`src/alfa_pkg.sv`:
```
// package: register map, field layout and mode codes of the audio link fifo access block
package alfa_pkg;

  // ---------------------------------------------------------------
  // bus geometry
  // ---------------------------------------------------------------
  localparam int unsigned ADDR_W    = 32;
  localparam int unsigned DATA_W    = 32;
  localparam int unsigned SMP_W     = 16;
  localparam int unsigned PTR_W     = 4;
  localparam int unsigned DEPTH     = 16;
  localparam int unsigned NCH       = 3;
  localparam int unsigned EVT_W     = 6;

  // ---------------------------------------------------------------
  // register offsets (byte addresses)
  // ---------------------------------------------------------------
  localparam logic [ADDR_W-1:0] PCM_PTR_ADDR   = 32'h5b000010;
  localparam logic [ADDR_W-1:0] MIC_PTR_ADDR   = 32'h5b000014;
  localparam logic [ADDR_W-1:0] PCM_DATA_ADDR  = 32'h5b000018;
  localparam logic [ADDR_W-1:0] MIC_DATA_ADDR  = 32'h5b00001c;
  localparam logic [ADDR_W-1:0] MODE_ADDR      = 32'h5b000020;
  localparam logic [ADDR_W-1:0] IRQ_STAT_ADDR  = 32'h5b000024;
  localparam logic [ADDR_W-1:0] IRQ_MASK_ADDR  = 32'h5b000028;
  localparam logic [ADDR_W-1:0] FLAG_ADDR      = 32'h5b00002c;
  localparam logic [DATA_W-1:0] REG_RESET      = 32'h00000000;

  // ---------------------------------------------------------------
  // field positions
  // ---------------------------------------------------------------
  localparam int unsigned PCM_OUT_RD_LSB = 24;
  localparam int unsigned PCM_IN_RD_LSB  = 16;
  localparam int unsigned PCM_OUT_WR_LSB = 8;
  localparam int unsigned PCM_IN_WR_LSB  = 0;
  localparam int unsigned MIC_RD_LSB     = 16;
  localparam int unsigned MIC_WR_LSB     = 0;
  localparam int unsigned LEFT_LSB       = 16;
  localparam int unsigned RIGHT_LSB      = 0;
  localparam int unsigned MODE_OUT_LSB   = 12;
  localparam int unsigned MODE_IN_LSB    = 10;
  localparam int unsigned MODE_MIC_LSB   = 8;
  // event bits in status, mask and flag registers
  localparam int unsigned EV_OUT_UNDER   = 5;
  localparam int unsigned EV_IN_OVER     = 4;
  localparam int unsigned EV_MIC_OVER    = 3;
  localparam int unsigned EV_OUT_THR     = 2;
  localparam int unsigned EV_IN_THR      = 1;
  localparam int unsigned EV_MIC_THR     = 0;
  localparam int unsigned EV_LSB         = 16;

  // ---------------------------------------------------------------
  // transfer modes
  // ---------------------------------------------------------------
  localparam logic [1:0] MODE_OFF  = 2'h0;
  localparam logic [1:0] MODE_PIO  = 2'h1;
  localparam logic [1:0] MODE_DMA  = 2'h2;
  localparam logic [1:0] MODE_RSVD = 2'h3;

  // half level of a sixteen-entry fifo
  localparam logic [PTR_W:0] HALF_LVL = 5'h08;

  typedef enum logic [1:0] {
    ALFA_IDLE,
    ALFA_ACK
  } alfa_bus_st_t;

endpackage : alfa_pkg

```
`src/alfa_fifo.sv`:
```
// sixteen-entry sample fifo with visible read and write pointers
`timescale 1ns/1ps

module alfa_fifo
  import alfa_pkg::*;
#(
  parameter int unsigned W = 32
)
(
  // clock and reset
  input  wire logic                  clk_i,
  input  wire logic                  rst_i,
  // fill side
  input  wire logic                  push_i,
  input  wire logic [W-1:0]          wdata_i,
  // drain side
  input  wire logic                  pop_i,
  output logic      [W-1:0]          rdata_o,
  // state
  output logic      [PTR_W-1:0]      rd_ptr_o,
  output logic      [PTR_W-1:0]      wr_ptr_o,
  output logic                       empty_o,
  output logic                       full_o,
  output logic      [PTR_W:0]        level_o
);

  logic [W-1:0]     mem_ff [DEPTH];
  logic [PTR_W-1:0] rd_ff;
  logic [PTR_W-1:0] wr_ff;
  logic [PTR_W:0]   cnt_ff;
  wire              do_push;
  wire              do_pop;

  // refuse a push when full and a pop when empty so pointers never cross
  assign do_push  = push_i && !full_o;
  assign do_pop   = pop_i && !empty_o;
  assign empty_o  = (cnt_ff == '0);
  assign full_o   = (cnt_ff == HALF_LVL + HALF_LVL);
  assign rd_ptr_o = rd_ff;
  assign wr_ptr_o = wr_ff;
  assign level_o  = cnt_ff;
  assign rdata_o  = mem_ff[rd_ff];

  // sample storage, no reset needed on the array
  always_ff @(posedge clk_i)
  begin
    if (do_push)
      mem_ff[wr_ff] <= wdata_i;
  end

  // pointers wrap naturally from fifteen to zero
  always_ff @(posedge clk_i)
  begin
    if (rst_i)
    begin
      rd_ff  <= '0;
      wr_ff  <= '0;
      cnt_ff <= '0;
    end
    else
    begin
      if (do_push)
        wr_ff <= wr_ff + 1'b1;
      if (do_pop)
        rd_ff <= rd_ff + 1'b1;
      if (do_push && !do_pop)
        cnt_ff <= cnt_ff + 1'b1;
      else if (do_pop && !do_push)
        cnt_ff <= cnt_ff - 1'b1;
    end
  end

endmodule : alfa_fifo

```
`src/alfa_irq.sv`:
```
// sticky event status with write-one-to-clear and masked interrupt
`timescale 1ns/1ps

module alfa_irq
  import alfa_pkg::*;
(
  // clock and reset
  input  wire logic                  clk_i,
  input  wire logic                  rst_i,
  // events and software clear
  input  wire logic [EVT_W-1:0]      evt_i,
  input  wire logic                  clr_we_i,
  input  wire logic [EVT_W-1:0]      clr_i,
  input  wire logic [EVT_W-1:0]      mask_i,
  // state
  output logic      [EVT_W-1:0]      stat_o,
  output logic                       irq_o
);

  logic [EVT_W-1:0] stat_ff;
  wire  [EVT_W-1:0] clr_m;

  assign clr_m  = clr_we_i ? clr_i : '0;
  assign stat_o = stat_ff;
  assign irq_o  = |(stat_ff & mask_i);

  // a new event wins over a clear in the same cycle
  always_ff @(posedge clk_i)
  begin
    if (rst_i)
      stat_ff <= '0;
    else
      stat_ff <= (stat_ff & ~clr_m) | evt_i;
  end

endmodule : alfa_irq

```
`src/alfa_top.sv`:
```
// top: wishbone slave, three sample fifos, mode gating and flags
//
// The Wishbone register port was left to the implementer.
`timescale 1ns/1ps

// Behaviour
// - pcm pointers show playback read/write pointers
// - pcm pointers show capture pointers, rest zero
// - mic pointers show mic read pointer
// - mic pointers show mic write pointer
// - pcm data write pushes left/right playback
// - pcm data read pops left/right capture
// - mic data returns one mono sample
// - pcm pointers read only, reset zero
// - mic pointers read only, reset zero
// - transfer mode gates channel servicing
// - underrun when empty, overrun when full
// - threshold flags at half level
module alfa_top
  import alfa_pkg::*;
(
  // clock and reset
  input  wire logic                        clk_i,
  input  wire logic                        rst_i,
  // wishbone slave
  input  wire logic                        wb_cyc_i,
  input  wire logic                        wb_stb_i,
  input  wire logic                        wb_we_i,
  input  wire logic [alfa_pkg::ADDR_W-1:0] wb_adr_i,
  input  wire logic [3:0]                  wb_sel_i,
  input  wire logic [alfa_pkg::DATA_W-1:0] wb_dat_i,
  output logic      [alfa_pkg::DATA_W-1:0] wb_dat_o,
  output logic                             wb_ack_o,
  // slot framer: playback drain
  input  wire logic                        out_pop_i,
  output logic      [alfa_pkg::DATA_W-1:0] out_data_o,
  output logic                             out_valid_o,
  // slot framer: capture fill
  input  wire logic                        in_push_i,
  input  wire logic [alfa_pkg::DATA_W-1:0] in_data_i,
  input  wire logic                        mic_push_i,
  input  wire logic [alfa_pkg::SMP_W-1:0]  mic_data_i,
  // dma requests
  output logic                             out_dma_req_o,
  output logic                             in_dma_req_o,
  output logic                             mic_dma_req_o,
  // interrupt
  output logic                             irq_o
);

  // ---------------------------------------------------------------
  // declarations
  // ---------------------------------------------------------------
  // bus state, read data and control registers
  alfa_bus_st_t      st_ff;
  alfa_bus_st_t      nxt_st;
  logic [DATA_W-1:0] rdat_ff;
  logic [DATA_W-1:0] nxt_rdat;
  logic [5:0]        mode_ff;
  logic [EVT_W-1:0]  mask_ff;
  // fifo state seen from the top
  logic [PTR_W-1:0]  o_rd, o_wr, i_rd, i_wr, m_rd, m_wr;
  logic              o_empty, o_full, i_empty, i_full, m_empty, m_full;
  logic [PTR_W:0]    o_lvl, i_lvl, m_lvl;
  logic [DATA_W-1:0] o_q, i_q;
  logic [SMP_W-1:0]  m_q;
  logic [EVT_W-1:0]  stat;
  // decode, gating and flag wires
  wire               req;
  wire               wr_acc;
  wire               rd_acc;
  wire               sel_pptr, sel_mptr, sel_pdat, sel_mdat;
  wire               sel_mode, sel_stat, sel_mask, sel_flag;
  wire               wr_full;
  wire [1:0]         m_out, m_in, m_mic;
  wire               on_out, on_in, on_mic;
  wire               pio_out, pio_in, pio_mic;
  wire [EVT_W-1:0]   lvl_flag;
  wire [EVT_W-1:0]   evt;
  wire [DATA_W-1:0]  pptr_word, mptr_word, flag_word;
  wire               pdat_live;
  wire               mdat_live;

  // ---------------------------------------------------------------
  // address decode
  // ---------------------------------------------------------------
  // register map, all full-word compares on the byte address:
  //   pcm_fifo_pointers   read only, four pointer nibbles
  //   mic_fifo_pointers   read only, two pointer nibbles
  //   pcm_fifo_data_port  write pushes playback, read pops capture
  //   mic_fifo_data_port  read pops one mono sample
  //   mode, irq status, irq mask and live flags follow
  // partial decode was traded away: aliases would let a stray
  // access pop a fifo entry that software never sees
  //
  // a request is taken only from idle so each access acts once;
  // a request standing in the ack cycle waits for idle
  assign req      = wb_cyc_i && wb_stb_i && (st_ff == ALFA_IDLE);
  assign wr_acc   = req && wb_we_i;
  assign rd_acc   = req && !wb_we_i;
  assign wr_full  = (wb_sel_i == 4'hf);
  assign sel_pptr = (wb_adr_i == PCM_PTR_ADDR);
  assign sel_mptr = (wb_adr_i == MIC_PTR_ADDR);
  assign sel_pdat = (wb_adr_i == PCM_DATA_ADDR);
  assign sel_mdat = (wb_adr_i == MIC_DATA_ADDR);
  assign sel_mode = (wb_adr_i == MODE_ADDR);
  assign sel_stat = (wb_adr_i == IRQ_STAT_ADDR);
  assign sel_mask = (wb_adr_i == IRQ_MASK_ADDR);
  assign sel_flag = (wb_adr_i == FLAG_ADDR);

  // ---------------------------------------------------------------
  // transfer mode gating
  // ---------------------------------------------------------------
  // six-bit mode field: playback, capture, microphone from the top
  // reserved code behaves as off: no servicing at all
  assign m_out   = mode_ff[5:4];
  assign m_in    = mode_ff[3:2];
  assign m_mic   = mode_ff[1:0];
  assign pio_out = (m_out == MODE_PIO);
  assign pio_in  = (m_in == MODE_PIO);
  assign pio_mic = (m_mic == MODE_PIO);
  assign on_out  = pio_out || (m_out == MODE_DMA);
  assign on_in   = pio_in || (m_in == MODE_DMA);
  assign on_mic  = pio_mic || (m_mic == MODE_DMA);

  // data ports answer only while their channel is serviced; a read in
  // off mode returns zero and leaves the entry in place
  assign pdat_live = on_in && !i_empty;
  assign mdat_live = on_mic && !m_empty;

  // ---------------------------------------------------------------
  // fifos
  // ---------------------------------------------------------------
  // each fifo refuses a push when full and a pop when empty, so the
  // pointers shown to software never cross
  // playback: bus pushes full word, left high half and right low half
  alfa_fifo #(.W(DATA_W)) u_out (
    .clk_i    (clk_i),
    .rst_i    (rst_i),
    .push_i   (wr_acc && sel_pdat && wr_full && on_out),
    .wdata_i  (wb_dat_i),
    .pop_i    (out_pop_i && on_out),
    .rdata_o  (o_q),
    .rd_ptr_o (o_rd),
    .wr_ptr_o (o_wr),
    .empty_o  (o_empty),
    .full_o   (o_full),
    .level_o  (o_lvl)
  );

  // capture: framer pushes, bus read pops
  // a read of an empty capture fifo pops nothing and returns zero
  alfa_fifo #(.W(DATA_W)) u_in (
    .clk_i    (clk_i),
    .rst_i    (rst_i),
    .push_i   (in_push_i && on_in),
    .wdata_i  (in_data_i),
    .pop_i    (rd_acc && sel_pdat && on_in),
    .rdata_o  (i_q),
    .rd_ptr_o (i_rd),
    .wr_ptr_o (i_wr),
    .empty_o  (i_empty),
    .full_o   (i_full),
    .level_o  (i_lvl)
  );

  // microphone: mono samples only
  // upper half of the mic data word is reserved and reads zero
  alfa_fifo #(.W(SMP_W)) u_mic (
    .clk_i    (clk_i),
    .rst_i    (rst_i),
    .push_i   (mic_push_i && on_mic),
    .wdata_i  (mic_data_i),
    .pop_i    (rd_acc && sel_mdat && on_mic),
    .rdata_o  (m_q),
    .rd_ptr_o (m_rd),
    .wr_ptr_o (m_wr),
    .empty_o  (m_empty),
    .full_o   (m_full),
    .level_o  (m_lvl)
  );

  // ---------------------------------------------------------------
  // level flags and events
  // ---------------------------------------------------------------
  // flags only count while the channel is serviced, else an idle
  // playback fifo would raise underrun forever
  // thresholds use the live level, so a fifo that sits at half keeps
  // re-setting its status bit until software drains or fills it
  assign lvl_flag[EV_OUT_UNDER] = on_out && o_empty;
  assign lvl_flag[EV_IN_OVER]   = on_in && i_full;
  assign lvl_flag[EV_MIC_OVER]  = on_mic && m_full;
  assign lvl_flag[EV_OUT_THR]   = on_out && (o_lvl <= HALF_LVL);
  assign lvl_flag[EV_IN_THR]    = on_in && (i_lvl >= HALF_LVL);
  assign lvl_flag[EV_MIC_THR]   = on_mic && (m_lvl >= HALF_LVL);
  assign evt = lvl_flag;

  // sticky status: write one to clear, an event in the same cycle wins
  alfa_irq u_irq (
    .clk_i    (clk_i),
    .rst_i    (rst_i),
    .evt_i    (evt),
    .clr_we_i (wr_acc && sel_stat),
    .clr_i    (wb_dat_i[EV_LSB +: EVT_W]),
    .mask_i   (mask_ff),
    .stat_o   (stat),
    .irq_o    (irq_o)
  );

  // dma requests follow threshold flags in dma mode
  // they are levels; the dma engine drops them by moving data
  assign out_dma_req_o = (m_out == MODE_DMA) && lvl_flag[EV_OUT_THR];
  assign in_dma_req_o  = (m_in == MODE_DMA) && lvl_flag[EV_IN_THR];
  assign mic_dma_req_o = (m_mic == MODE_DMA) && lvl_flag[EV_MIC_THR];
  assign out_valid_o   = on_out && !o_empty;
  assign out_data_o    = o_q;

  // ---------------------------------------------------------------
  // read data words
  // ---------------------------------------------------------------
  // reserved nibbles are tied to zero here, not in the mux
  assign pptr_word = {4'h0, o_rd, 4'h0, i_rd, 4'h0, o_wr, 4'h0, i_wr};
  assign mptr_word = {12'h000, m_rd, 12'h000, m_wr};
  assign flag_word = {10'h000, lvl_flag, 16'h0000};

  // read mux; pointer registers have no write path at all
  // unmapped reads fall through to zero and are still acked
  always_comb
  begin
    nxt_rdat = REG_RESET;
    if (rd_acc)
    begin
      if (sel_pptr)
        nxt_rdat = pptr_word;
      else if (sel_mptr)
        nxt_rdat = mptr_word;
      else if (sel_pdat)
        nxt_rdat = pdat_live ? i_q : REG_RESET;
      else if (sel_mdat)
        nxt_rdat = mdat_live ? {16'h0000, m_q} : REG_RESET;
      else if (sel_mode)
        nxt_rdat = {18'h00000, m_out, m_in, m_mic, 8'h00};
      else if (sel_stat)
        nxt_rdat = {10'h000, stat, 16'h0000};
      else if (sel_mask)
        nxt_rdat = {10'h000, mask_ff, 16'h0000};
      else if (sel_flag)
        nxt_rdat = flag_word;
    end
  end

  // ---------------------------------------------------------------
  // bus handshake
  // ---------------------------------------------------------------
  // every access, mapped or not, gets ack one cycle after it is taken
  // one wait state keeps decode and the read mux off the ack path
  always_comb
  begin
    nxt_st = st_ff;
    unique case (st_ff)
      ALFA_IDLE: if (req) nxt_st = ALFA_ACK;
      ALFA_ACK:  nxt_st = ALFA_IDLE;
      default:   nxt_st = ALFA_IDLE;
    endcase
  end

  // ack straight from the state flop, read data from its own flop
  assign wb_ack_o = (st_ff == ALFA_ACK);
  assign wb_dat_o = rdat_ff;

  // read data register clears itself outside the ack cycle
  always_ff @(posedge clk_i)
  begin
    if (rst_i)
    begin
      st_ff   <= ALFA_IDLE;
      rdat_ff <= REG_RESET;
    end
    else
    begin
      st_ff   <= nxt_st;
      rdat_ff <= nxt_rdat;
    end
  end

  // control registers, byte lanes 1 and 2 hold the fields
  // lane 1 carries the mode field, lane 2 the mask; a write with
  // the wrong lane enables leaves the field untouched
  always_ff @(posedge clk_i)
  begin
    if (rst_i)
    begin
      mode_ff <= '0;
      mask_ff <= '0;
    end
    else if (wr_acc)
    begin
      if (sel_mode && wb_sel_i[1])
        mode_ff <= wb_dat_i[MODE_MIC_LSB +: 6];
      if (sel_mask && wb_sel_i[2])
        mask_ff <= wb_dat_i[EV_LSB +: EVT_W];
    end
  end

endmodule : alfa_top

```
`config.mk`:
```
export PLATFORM = sky130hd
export DESIGN_NAME = alfa_top
export DESIGN_NICKNAME = d
export VERILOG_FILES = /design/src/alfa_pkg.sv /design/src/alfa_fifo.sv /design/src/alfa_irq.sv /design/src/alfa_top.sv
export SDC_FILE = /design/constraint.sdc
export NUM_CORES = 1
export LEC_CHECK = 0
export BUFFER_PORTS_ARGS = -buffer_cell sky130_fd_sc_hd__buf_2
export CAP_MARGIN = 20
export CELL_PAD_IN_SITES_DETAIL_PLACEMENT = 0
export CELL_PAD_IN_SITES_GLOBAL_PLACEMENT = 1
export CORE_MARGIN = 4
export CORE_UTILIZATION = 59
export CTS_BUF_LIST = sky130_fd_sc_hd__clkbuf_16
export DETAILED_ROUTE_END_ITERATION = 8
export PLACE_DENSITY = 0.81
export SLEW_MARGIN = 15
export SYNTH_ARGS = -nofsm -noshare
export SYNTH_HDL_FRONTEND = slang
export SYNTH_SLANG_ARGS = --single-unit
export TNS_END_PERCENT = 10
```
`constraint.sdc`:
```
create_clock -name clk_i -period 8.2 [get_ports clk_i]
set_clock_uncertainty 0.15 [all_clocks]
set_input_delay 0.82 -clock clk_i [delete_from_list [all_inputs] [get_ports clk_i]]
set_output_delay 0.82 -clock clk_i [all_outputs]
set_load 0.005 [all_outputs]
```
* Word-level counts from Yosys, hierarchy flattened
Memories as Yosys holds them, arrays and structs flattened. A register that Yosys moved wholly into a read port is not among the register bits.
Index checks and enable logic that the tools add are counted.
** Operators by class
- Add/sub/neg operators :: 12
- $lt $le $gt $ge :: 3
- Reductions and logical operators :: 70
- Bitwise logic cells :: 6
- Multiplexer cells :: 29
- Equality and inequality tests :: 18
** Operators with widths (number)
- $eq 32x31->1 const B :: 8
- $mux 22 :: 5
- $mux 32 :: 2
- $mux 28 :: 2
- $logic_and 1x1->1 :: 41
- $mux 5 :: 6
- $add 4x1->4 const B :: 6
- $mux 4 :: 6
- $mux 16 :: 1
- $add 5x1->5 const B :: 3
- $eq 5x5->1 const B :: 3
- $logic_not 5->1 :: 3
- $sub 5x1->5 const B :: 3
- $logic_not 1->1 :: 13
- $and 6x6->6 :: 2
- $ge 5x4->1 const B :: 2
- $eq 2x1->1 const B :: 3
- $eq 2x2->1 const B :: 3
- $mux 1 :: 6
- $mux 6 :: 1
- $not 6->6 :: 1
- $or 6x6->6 :: 1
- $reduce_bool 2->1 :: 3
- $reduce_or 6->1 :: 1
- other kinds (8) :: 13
** Storage, ports and cells
- Memories kept :: 3
- Register bits :: 90
- Word-level logic and storage cells :: 156
- Bits of input ports :: 124
- Bits in writable memories :: 1280
** Memory list
- u_in.mem_ff :: depth 16, width 32, read ports 1, clocked after memory_dff 1, wr ports 1, RTL line alfa_fifo.sv:27 : logic [W-1:0] mem_ff [DEPTH];
- u_out.mem_ff :: depth 16, width 32, read ports 1, clocked after memory_dff 1, wr ports 1, RTL line alfa_fifo.sv:27
- u_mic.mem_ff :: depth 16, width 16, read ports 1, clocked after memory_dff 1, wr ports 1, RTL line alfa_fifo.sv:27

* Depth between registers and ports, before layout
Gate-level depths: netlist (run 1).
- Depth after elaboration :: 11
- Mapped depth :: 15
- Mapped depth without buffers :: 15

* Hierarchy
A second synthesis (run 1) with hierarchy kept.
** Unflattened totals
- Cell total of the unflattened synthesis :: 2577
- Area total of the unflattened synthesis :: 53237.3 µm²
** Modules (own cells, without submodules)
- alfa_fifo (u_in ...) :: times used 2, area each 19999.2 µm², sequential area each 15715.1 µm², cells an instance 894
- alfa_fifo (u_mic) :: times used 1, area each 10542.6 µm², sequential area each 8027.7 µm², cells an instance 507
- alfa_top :: times used 1, area each 2443.6 µm², sequential area each 900.9 µm², cells an instance 260
- alfa_irq :: times used 1, area each 252.7 µm², sequential area each 120.1 µm², cells an instance 22

* Worst setup path before layout (run 1)
OpenSTA, ideal clock, no wires.
- Kind :: input -> register
- Start point :: input port in_push_i
- End point :: memory u_in.mem_ff[3][0] (enable)
- Library setup time :: 0.461 ns
- Stages on the path :: 4
- Arrival :: 3.738 ns
- Path slack :: 3.851 ns
- Cell sequence :: nand2b_1 a21oi_1 nand2_1 nor3_1
** Between the ends
- Word-level cells in the longest chain between the ends :: 4
** RTL lines
- from (decl) :: RTL line alfa_top.sv:39 : input wire logic in_push_i,
- $logic_and 1x1->1 :: RTL line alfa_top.sv:156 : .push_i (in_push_i && on_in),
- $logic_and 1x1->1 :: RTL line alfa_fifo.sv:35 : assign do_push = push_i && !full_o;
- named net u_in.do_push :: RTL line alfa_fifo.sv:31 : wire do_push;
- $mux 1 :: RTL line alfa_fifo.sv:47 : if (do_push)
- $mux 1 (not written as such) :: RTL line alfa_fifo.sv:48 : mem_ff[wr_ff] <= wdata_i;
- to (decl) :: RTL line alfa_fifo.sv:27
The timed path passes the listed nets, and every way through them passes these cells.

==> results of run 1 <==
## cells in the final DEF (no fill, tap or decap), types with 32 or more instances in the layout
cell | netlist | final
sky130_fd_sc_hd__clkbuf_16 | 0 | 143
sky130_fd_sc_hd__buf_4 | 9 | 45
sky130_fd_sc_hd__nand3_1 | 34 | 34
sky130_fd_sc_hd__buf_2 | 40 | 193
sky130_fd_sc_hd__dfxtp_1 | 102 | 92
sky130_fd_sc_hd__nor2_1 | 86 | 74
sky130_fd_sc_hd__mux4_2 | 365 | 365
sky130_fd_sc_hd__a22oi_1 | 32 | 32
sky130_fd_sc_hd__inv_1 | 27 | 59
sky130_fd_sc_hd__nand2_1 | 46 | 46
sky130_fd_sc_hd__edfxtp_1 | 1280 | 1280
sky130_fd_sc_hd__a21oi_1 | 67 | 67
## worst max-delay path: stages (launching register included)
cell	delay (ps)
sky130_fd_sc_hd__dfxtp_4	970
sky130_fd_sc_hd__buf_4	860
sky130_fd_sc_hd__mux4_2	610
sky130_fd_sc_hd__mux4_2	550
sky130_fd_sc_hd__buf_2	160
## metal layers
| layer | GRT usage | wire (µm) | share of wire |
|---|---|---|---|
| met5 | 0 | 53 | 0.00044 |
| met4 | 0.0788 | 3190 | 0.026 |
| met1 | 0.341 | 44900 | 0.37 |
| met3 | 0.0619 | 9840 | 0.082 |
| met2 | 0.435 | 62600 | 0.52 |
## final timing paths
path / end / slack (ps) / cells after the start / start
max: out_data_o[12] / 3280 / 4 / register
min: u_in.mem_ff[9][22] / 290 / 1 / in_data_i[22]
max reg2reg: u_out.level_o[4] / 3770 / 13 / mode_ff[4]
min reg2reg: mask_ff[0] / 350 / 2 / mask_ff[0]
## sequential cells by signal, summed over array words and instances (netlist names), named ones only
name / count
u_in.mem_ff: 512
u_out.mem_ff: 512
u_mic.mem_ff: 256
wb_dat_o: 32
mask_ff: 6
mode_ff: 6
u_irq.stat_o: 6
u_in.level_o: 5
u_mic.level_o: 5
u_out.level_o: 5
u_in.rd_ptr_o: 4
u_in.wr_ptr_o: 4
u_mic.rd_ptr_o: 4
u_mic.wr_ptr_o: 4
u_out.rd_ptr_o: 4
u_out.wr_ptr_o: 4
st_ff: 1
## cell usage after synthesis (3+ instances only)
cell type	count
sky130_fd_sc_hd__or2_2	3
sky130_fd_sc_hd__clkbuf_1	59
sky130_fd_sc_hd__a22oi_1	32
sky130_fd_sc_hd__inv_1	27
sky130_fd_sc_hd__xor2_1	9
sky130_fd_sc_hd__buf_6	5
sky130_fd_sc_hd__nor3_1	19
sky130_fd_sc_hd__mux2i_1	13
sky130_fd_sc_hd__o221ai_1	4
sky130_fd_sc_hd__buf_1	8
sky130_fd_sc_hd__and3_1	20
sky130_fd_sc_hd__nand2_1	46
sky130_fd_sc_hd__a32o_1	8
sky130_fd_sc_hd__nor2_1	86
sky130_fd_sc_hd__nand4_1	14
sky130_fd_sc_hd__a21oi_1	67
sky130_fd_sc_hd__or3_1	6
sky130_fd_sc_hd__or4_1	5
sky130_fd_sc_hd__dfxtp_1	102
sky130_fd_sc_hd__nand3_1	34
sky130_fd_sc_hd__mux2_2	10
sky130_fd_sc_hd__a32oi_1	5
sky130_fd_sc_hd__mux4_1	15
sky130_fd_sc_hd__nand2b_1	8
sky130_fd_sc_hd__buf_4	9
sky130_fd_sc_hd__fa_1	3
sky130_fd_sc_hd__nor4_2	5
sky130_fd_sc_hd__nor4_1	6
sky130_fd_sc_hd__edfxtp_1	1280
sky130_fd_sc_hd__xnor2_1	11
sky130_fd_sc_hd__o31ai_1	12
sky130_fd_sc_hd__a311oi_1	7
sky130_fd_sc_hd__buf_2	40
sky130_fd_sc_hd__and2_1	14
sky130_fd_sc_hd__o21ai_0	27
sky130_fd_sc_hd__mux4_2	365
sky130_fd_sc_hd__ha_1	30
sky130_fd_sc_hd__a21o_1	7
sky130_fd_sc_hd__nor2b_1	13
sky130_fd_sc_hd__o211ai_1	3
## kinds of logic after synthesis
family                   after synthesis
AO/OA/AOI/OAI                        190
buffers and inverters                153
multiplexers                         403
flip-flops                          1382
XOR/XNOR                              20
AND/OR/NAND/NOR                      295
adder cells (fa/ha/maj)               33
## where the power goes
group          internal [W]  switching [W]
Sequential          0.00769    0.000000102
Clock               0.00350        0.00257
Combinational     0.0000274       0.000111
Total                0.0112        0.00268
## per-stage QoR
step | setup WS (ps) | util | cell area (µm²) | cells
2_1_floorplan | 3850 | - | 53500 | 2476
3_3_place_gp | 3720 | 0.620 | 55800 | 3765
4_1_cts | 3080 | 0.669 | 60200 | 4012
5_1_grt | 2900 | 0.670 | 60300 | 4019
6_report | 3280 | 0.670 | 60300 | 4026
3_5_place_dp | 3490 | 0.620 | 55800 | 3765
## area by class of cell
| type | instances | area share |
|---|---|---|
| multi-input combinational | 941 | 0.206 |
| clock inverter | 104 | 0.0132 |
| tap | 1176 | 0.0244 |
| sequential | 1382 | 0.671 |
| inverter | 28 | 0.00174 |
| clock buffer | 143 | 0.0593 |
| antenna | 8 | 0.000332 |
| timing repair buffer | 244 | 0.0238 |
==> flow_summary.json, run 1 <==
{
  "clock_input_transition_at_the_sequential_cells_of_the_worst_setup_and_hold_paths_ps": 60,
  "dr.first_iter.drc_count": 2932,
  "multi_input_comb_area_um2": 12400,
  "worst_hold_slack_ps": 290,
  "leakage_nw": 18.9,
  "ys_dominant_reg_cell": "sky130_fd_sc_hd__edfxtp_1",
  "timing.critical_path.from_type": "register",
  "synth_fa_ha_area_frac": 0.00814,
  "port_buffers": 193,
  "gp_congestion": 0.890,
  "global_route_wire_length_before_repair_um": 178000,
  "globalRouteOverflowTotal": 0,
  "grt_pass1_vias": 26942,
  "netlist-cell-type-count": 67,
  "detail_route.first_pass.iterations": 5,
  "drv_slew": 0,
  "p_per_area_nw_per_um2": 230,
  "yosys.area_share.xor_xnor": 0.00328,
  "status": "completed",
  "final.period_utilization": 0.599,
  "clock_insertion_delay_worst_skew_ps": 740,
  "route.vias.total": 26051,
  "cts_buffer_depth": 3,
  "synth-edff-count": 1280,
  "yosys_register_bits": 1382,
  "grt.total_usage": 0.258,
  "detail_route.drc_violations": 0,
  "synth_top_family_by_area": "multiplexers",
  "worstMarginPinSlew_ps": 1140,
  "layout_cells_sized_above_1": 0.308,
  "leading_post_synthesis_cells_by_cell_area": "sky130_fd_sc_hd__edfxtp_1 (72%), sky130_fd_sc_hd__mux4_2 (15%), sky130_fd_sc_hd__dfxtp_1 (3.8%)",
  "post-cts-setup-buffers": 0,
  "syn-instance-count": 2476,
  "fin_setup_tns_ps": 0,
  "synth_simple_gate_area_frac": 0.0290,
  "floorplan.io_pins": 194,
  "synthToLayoutAreaGrowth_pct": 12.8,
  "worstPathRequired_ps": 7230,
  "clock-sinks": 1382,
  "rsz0062_at_grt": "no",
  "die_w_um": 309,
  "report.final.setup_viol": 0,
  "cts_root_buffer": "sky130_fd_sc_hd__clkbuf_16",
  "dp_hpwl_um": 67100,
  "worst-setup-path-type": "reg -> out",
  "max_freq_ghz": 0.203,
  "synth_area_per_cell_um2": 21.6,
  "core_region_area_um2": 90000,
  "ys_async_sr_fraction": 0,
  "dieHeight_um": 309,
  "antenna_viol_nets_final": 0,
  "cts_repair_resize_count": 0,
  "muxShareOfSynthArea": 0.166,
  "synth-compound-area-share": 0.0233,
  "hold_viol": 0,
  "grt_max_degree": 71,
  "layout.nets": 2891,
  "h-tree-depth": 4,
  "finalWirelength_um": 121000,
  "tritoncts": "built",
  "synth_largest_area_cell": "sky130_fd_sc_hd__edfxtp_1",
  "setup.worst_path.end_class": "output port",
  "synth.net_count": 2633,
  "worst_vdd_drop_mv": 0.196,
  "critical_path_peak_fanout": 48,
  "post-synth-top-area-fraction": 0.719,
  "tritoncts.num_buffers": 137,
  "routed_wire_length_per_instance_um": 30.0,
  "seq_area_frac_synth": 0.757,
  "floorplan.die_area_um2": 95500,
  "register_area_um2": 40500,
  "initial_core_util": 0.594,
  "final.min_clock_period_ps": 4920,
  "cp.arrival_ps": 3950,
  "timing.max_cap.violations": 0,
  "netlist_area_um2": 53500,
  "drt-vias-per-instance": 6.47,
  "fillers": 5621,
  "ys_warn_count": 0,
  "finalPower_w": 0.0139,
  "worst_slew_margin_rel": 0.238,
  "cts_hold_buf": 0,
  "timing.hold.worst.class": "in -> reg",
  "floorplan.rows": 110,
  "grt_antenna_before_repair": 15
}
Note: power is estimated with default switching activity, not from simulation.
==> run 2: changes to the inputs <==
Settings changed: CORE_UTILIZATION 59 to 55, PLACE_DENSITY 0.81 to 0.76.
Clock period 8.2 ns to 4.83 ns, I/O delays scaled along.
==> run 2 against run 1 <==
Compared with the run above:
- utilization fell by 3.3 points
- via count up 0.94%
- critical endpoint is now out_data_o[23]
- final cell count increased by 5.5%
- sequential share of layout area decreased by 1.3 points
- clock power up 68%
- sequential power rose by 70%
- global-route usage is 1.6 points lower
- sequential cell count unchanged
- power rose by 70%
- worst hold slack got worse by 240 ps
- critical path type unchanged
==> flow_summary.json, run 2 (synthesis gave the netlist of run 1 again) <==
{
  "leakage_nw": 19.5,
  "clock-sinks": 1382,
  "timing.critical_path.from_type": "register",
  "antenna_viol_nets_final": 0,
  "cts_hold_buf": 79,
  "report.final.setup_viol": 0,
  "timing.critical_path.mode_cell": "sky130_fd_sc_hd__mux4_2",
  "largestRegisters": "u_in.mem_ff x512, u_out.mem_ff x512, u_mic.mem_ff x256",
  "initial_core_util": 0.554,
  "grt_max_degree": 129,
  "worst_slew_margin_rel": 0.333,
  "most_frequent_cells_in_the_layout": "sky130_fd_sc_hd__edfxtp_1 (1280), sky130_fd_sc_hd__mux4_2 (365), sky130_fd_sc_hd__buf_2 (193)",
  "detail_route.drc_violations": 0,
  "final_area_um2": 61600,
  "tritoncts": "built",
  "setup.worst_path.end_class": "output port",
  "p_per_area_nw_per_um2": 383,
  "grt_pass1_vias": 27643,
  "timing.max_cap.violations": 0,
  "grt_antenna_before_repair": 7,
  "dp_hpwl_um": 73600,
  "worstHoldEndpoint": "u_out.mem_ff[1][21]",
  "hold_viol": 0,
  "layout.nets": 3015,
  "cts_root_buffer": "sky130_fd_sc_hd__clkbuf_16",
  "drv_slew": 0,
  "global_route_wire_length_before_repair_um": 181000,
  "floorplan.die_area_um2": 102000,
  "globalRouteOverflowTotal": 0,
  "holdCritStartpoint": "wb_dat_i[21]",
  "clock_insertion_delay_worst_skew_ps": 740,
  "cts_buffer_depth": 3,
  "final.min_clock_period_ps": 3910,
  "routed_wire_length_per_instance_um": 28.6,
  "h-tree-depth": 4,
  "cp_slowest_cell": "sky130_fd_sc_hd__dfxtp_4",
  "fillers": 6348,
  "grt.total_usage": 0.242,
  "path_delay_family": "multiplexers",
  "timing.critical_path.slowest_cell_delay_ps": 810,
  "post-cts-setup-buffers": 0,
  "floorplan.io_pins": 194,
  "max_freq_ghz": 0.256,
  "reg2reg_slack_ps": 1100,
  "finalPower_w": 0.0236,
  "finalWirelength_um": 122000,
  "worst_vdd_drop_mv": 0.327,
  "dr.first_iter.drc_count": 2549,
  "mostFrequentLayoutCell": "sky130_fd_sc_hd__edfxtp_1",
  "status": "completed",
  "worst_r2r_startpoint": "st_ff[0]",
  "tritoncts.num_buffers": 138,
  "r2r_cells": 13,
  "gp_congestion": 0.866,
  "dieHeight_um": 320,
  "timing.hold.worst.class": "in -> reg",
  "detail_route.first_pass.iterations": 5,
  "port_buffers": 193,
  "worst-setup-path-type": "reg -> out",
  "layout_cells_sized_above_1": 0.309,
  "clock_input_transition_at_the_sequential_cells_of_the_worst_setup_and_hold_paths_ps": 60,
  "drt-vias-per-instance": 6.19,
  "worst_hold_slack_ps": 45.7,
  "fin_setup_tns_ps": 0,
  "route.vias.total": 26296,
  "crit_path_cells": "buf_4 -> mux4_2 -> mux4_2 -> buf_2",
  "core_region_area_um2": 96600,
  "final.period_utilization": 0.809,
  "critical_path_peak_fanout": 33,
  "detailed_place.area_um2": 56400,
  "crit_buf_inv": 2,
  "rsz0062_at_grt": "no",
  "hold_path_depth": 1,
  "die_w_um": 320,
  "worstPathRequired_ps": 4200,
  "cp.depth": 4,
  "worstMarginPinSlew_ps": 1000,
  "cp.arrival_ps": 3270,
  "cts_repair_resize_count": 0,
  "floorplan.rows": 114,
  "synthToLayoutAreaGrowth_pct": 15.1,
  "r2r_end": "u_out.level_o[4]"
}
-- run 2: changes by cell type in the layout (fill, tap and decap cells not counted), sizes merged --
cell,change
buf,+44
diode,-4
dlygate4sd3,+79
bufinv,-4
clkbuf,+5
clkinvlp,+3
clkinv,-5
inv,+5
-- run 2: report_power, final --
group	total [W]	internal [W]	switching, W
logic	0.000298	0.0000892	0.000209
registers	0.0131	0.0131	0.000000226
clock network	0.0102	0.00589	0.00433
-- run 2: layout make-up --
class                      instances  area [µm²]  share of cell area
clock inverter                   103         674              0.0110
antenna                            4        10.0            0.000163
timing repair buffer             367        2530              0.0411
multi-input combinational        941       12400               0.202
tap                             1276        1600              0.0259
clock buffer                     148        3700              0.0602
sequential                      1382       40500               0.658
inverter                          28         105             0.00171
-- run 2: metrics by stage --
step	std cells	worst slack, ps	utilization
final	4249	923	0.637
after global routing	4246	722	0.637
after CTS	4245	795	0.637
after detailed placement	3915	939	0.584
after global placement	3915	1010	0.584
after floorplan	2476	535	-
-- run 2: worst max-delay path by stage --
stage / from / to / slack [ps]
global route: register / out_data_o[23] / 720
CTS: register / out_data_o[23] / 800
finish: register / out_data_o[23] / 920
global placement: wb_adr_i[7] / u_mic.level_o[4] / 1010
floorplan: mode_ff[2] / u_in.mem_ff[3][0] / 540
detailed placement: wb_we_i / u_out.level_o[4] / 940
-- run 2: metal layers --
metal,up-vias,wire length [µm],part of all wire,global-route usage
met5,-,41,0.00034,0
met4,6,3520,0.029,0.0826
met3,206,9390,0.077,0.0619
met2,994,62000,0.51,0.400
met1,13891,46700,0.38,0.318
li1,11199,-,-,-
==> run 3: changes to the inputs <==
Clock period 4.83 ns to 3.8 ns, I/O delays scaled along.
==> run 3 against run 2 <==
Compared with the run above:
- power rose by 26%
- count of clock-buffer cells in the layout fell by 6
- setup slack got worse by 660 ps
- via count rose by 1.3%
- highest routed layer is now met4
- first-iteration DRC count rose by 11%
- die area did not move
- final cell count rose by 0.40%
==> flow_summary.json, run 3 (synthesis gave the netlist of run 1 again) <==
{
  "status": "completed",
  "final.period_utilization": 0.930,
  "layout.nets": 3034,
  "worstMarginPinSlew_ps": 887,
  "global_route_wire_length_before_repair_um": 183000,
  "m1WireLength_um": 47900,
  "met3_length_um": 9000,
  "detail_route.drc_violations": 0,
  "largestRegisters": "u_in.mem_ff x512, u_out.mem_ff x512, u_mic.mem_ff x256",
  "dieHeight_um": 320,
  "tritoncts": "built",
  "drv_slew": 0,
  "final_area_um2": 62000,
  "gp_congestion": 0.848,
  "fin_setup_tns_ps": 0,
  "finalPower_w": 0.0297,
  "detail_route.first_pass.iterations": 6,
  "globalRouteOverflowTotal": 0,
  "fillers": 6300,
  "met2WireLength_um": 63700,
  "route.vias.total": 26644,
  "timing.max_cap.violations": 0,
  "cts_root_buffer": "sky130_fd_sc_hd__clkbuf_16",
  "dr.first_iter.drc_count": 2818,
  "synthToLayoutAreaGrowth_pct": 15.9,
  "floorplan.io_pins": 194,
  "timing.critical_path.from_type": "register",
  "drt-vias-per-instance": 6.25,
  "clock_input_transition_at_the_sequential_cells_of_the_worst_setup_and_hold_paths_ps": 60,
  "grt_pass1_vias": 27688,
  "leakage_nw": 19.6,
  "p_per_area_nw_per_um2": 480,
  "mostFrequentLayoutCell": "sky130_fd_sc_hd__edfxtp_1",
  "timing.final.ws_setup_ps": 267,
  "dp_hpwl_um": 71500,
  "core_region_area_um2": 96600,
  "routed_wire_length_per_instance_um": 28.9,
  "max_freq_ghz": 0.283,
  "dpl_worst_slack_ps": 194,
  "layout_cells_sized_above_1": 0.307,
  "routed.top_layer": "met4",
  "clock_insertion_delay_worst_skew_ps": 750,
  "finalWirelength_um": 123000,
  "antenna_viol_nets_final": 0,
  "tritoncts.num_buffers": 139,
  "worst-setup-path-type": "reg -> reg",
  "most_frequent_cells_in_the_layout": "sky130_fd_sc_hd__edfxtp_1 (1280), sky130_fd_sc_hd__mux4_2 (365), sky130_fd_sc_hd__buf_2 (193)",
  "worst_hold_slack_ps": 64.3,
  "grt.total_usage": 0.244,
  "floorplan.rows": 114,
  "cp.arrival_ps": 4040,
  "grt_max_degree": 64,
  "hold_viol": 0,
  "detailed_place.area_um2": 56800,
  "critical_path_peak_fanout": 7,
  "grt_antenna_before_repair": 3,
  "die_w_um": 320,
  "h-tree-depth": 4,
  "final.min_clock_period_ps": 3530,
  "worst_slew_margin_rel": 0.407,
  "worst_vdd_drop_mv": 0.477,
  "setup.worst_path.end_class": "register",
  "timing.hold.worst.class": "in -> reg",
  "cts_buffer_depth": 3,
  "port_buffers": 193,
  "worstPathRequired_ps": 4310,
  "initial_core_util": 0.554,
  "report.final.setup_viol": 0,
  "clock-sinks": 1382,
  "rsz0062_at_grt": "no",
  "floorplan.die_area_um2": 102000
}
==> run 3: layout make-up <==
class                      count  area, µm²  share of cell area
timing repair buffer         385       3060              0.0493
clock buffer                 142       3550              0.0573
tap                         1276       1600              0.0258
clock inverter               109        743              0.0120
sequential                  1382      40500               0.653
antenna                        3       7.51            0.000121
inverter                      28        105             0.00170
multi-input combinational    941      12400               0.200
==> run 3: per-stage QoR <==
step	utilization	std cells
floorplan	-	2476
detailed placement	0.588	3922
global placement	0.588	3922
CTS	0.642	4263
global route	0.642	4264
finish	0.642	4266
==> run 3: worst max-delay path, cell delays in order, from the launching register on <==
cell and delay [ps]:
sky130_fd_sc_hd__dfxtp_1 370, sky130_fd_sc_hd__inv_1 60, sky130_fd_sc_hd__ha_1 330, sky130_fd_sc_hd__nand4b_1 210
sky130_fd_sc_hd__a2111o_1 500, sky130_fd_sc_hd__nor2_1 170, sky130_fd_sc_hd__ha_1 200, sky130_fd_sc_hd__inv_1 100
sky130_fd_sc_hd__fa_1 430, sky130_fd_sc_hd__a21o_1 190, sky130_fd_sc_hd__a21oi_1 180, sky130_fd_sc_hd__xnor2_1 100
sky130_fd_sc_hd__or3_1 320, sky130_fd_sc_hd__a21oi_1 150
==> run 3: per-layer routing <==
layer  up-vias  track usage
li1      11248            -
met2      1126        0.411
met5         -            0
met3       202       0.0498
met4         0       0.0651
met1     14068        0.330
==> run 3: worst paths after layout <==
check	start	to	slack [ps]	depth (start not counted)
setup / recovery	mode_ff[4]	u_out.level_o[4]	270	13
setup reg to reg	mode_ff[4]	u_out.level_o[4]	270	13
hold / removal	wb_sel_i[1]	mode_ff[5]	60	4
hold reg to reg	mode_ff[2]	mode_ff[2]	350	2
==> run 3: what timing repair did <==
action / in CTS / in global routing
hold buffers: 90 / 0
endpoints found under the hold margin: 1305 / 0
setup buffers: 0 / 0
resized for setup: 0 / 0
==> run 3: where the power goes <==
| part | leakage, nW | total, W | internal, W | switching (W) |
|---|---|---|---|---|
| Clock | 2.24 | 0.0128 | 0.00721 | 0.00555 |
| Sequential | 12.3 | 0.0166 | 0.0166 | 0.000000345 |
| Combinational | 5.03 | 0.000384 | 0.000122 | 0.000263 |
| Total | 19.6 | 0.0297 | 0.0239 | 0.00581 |
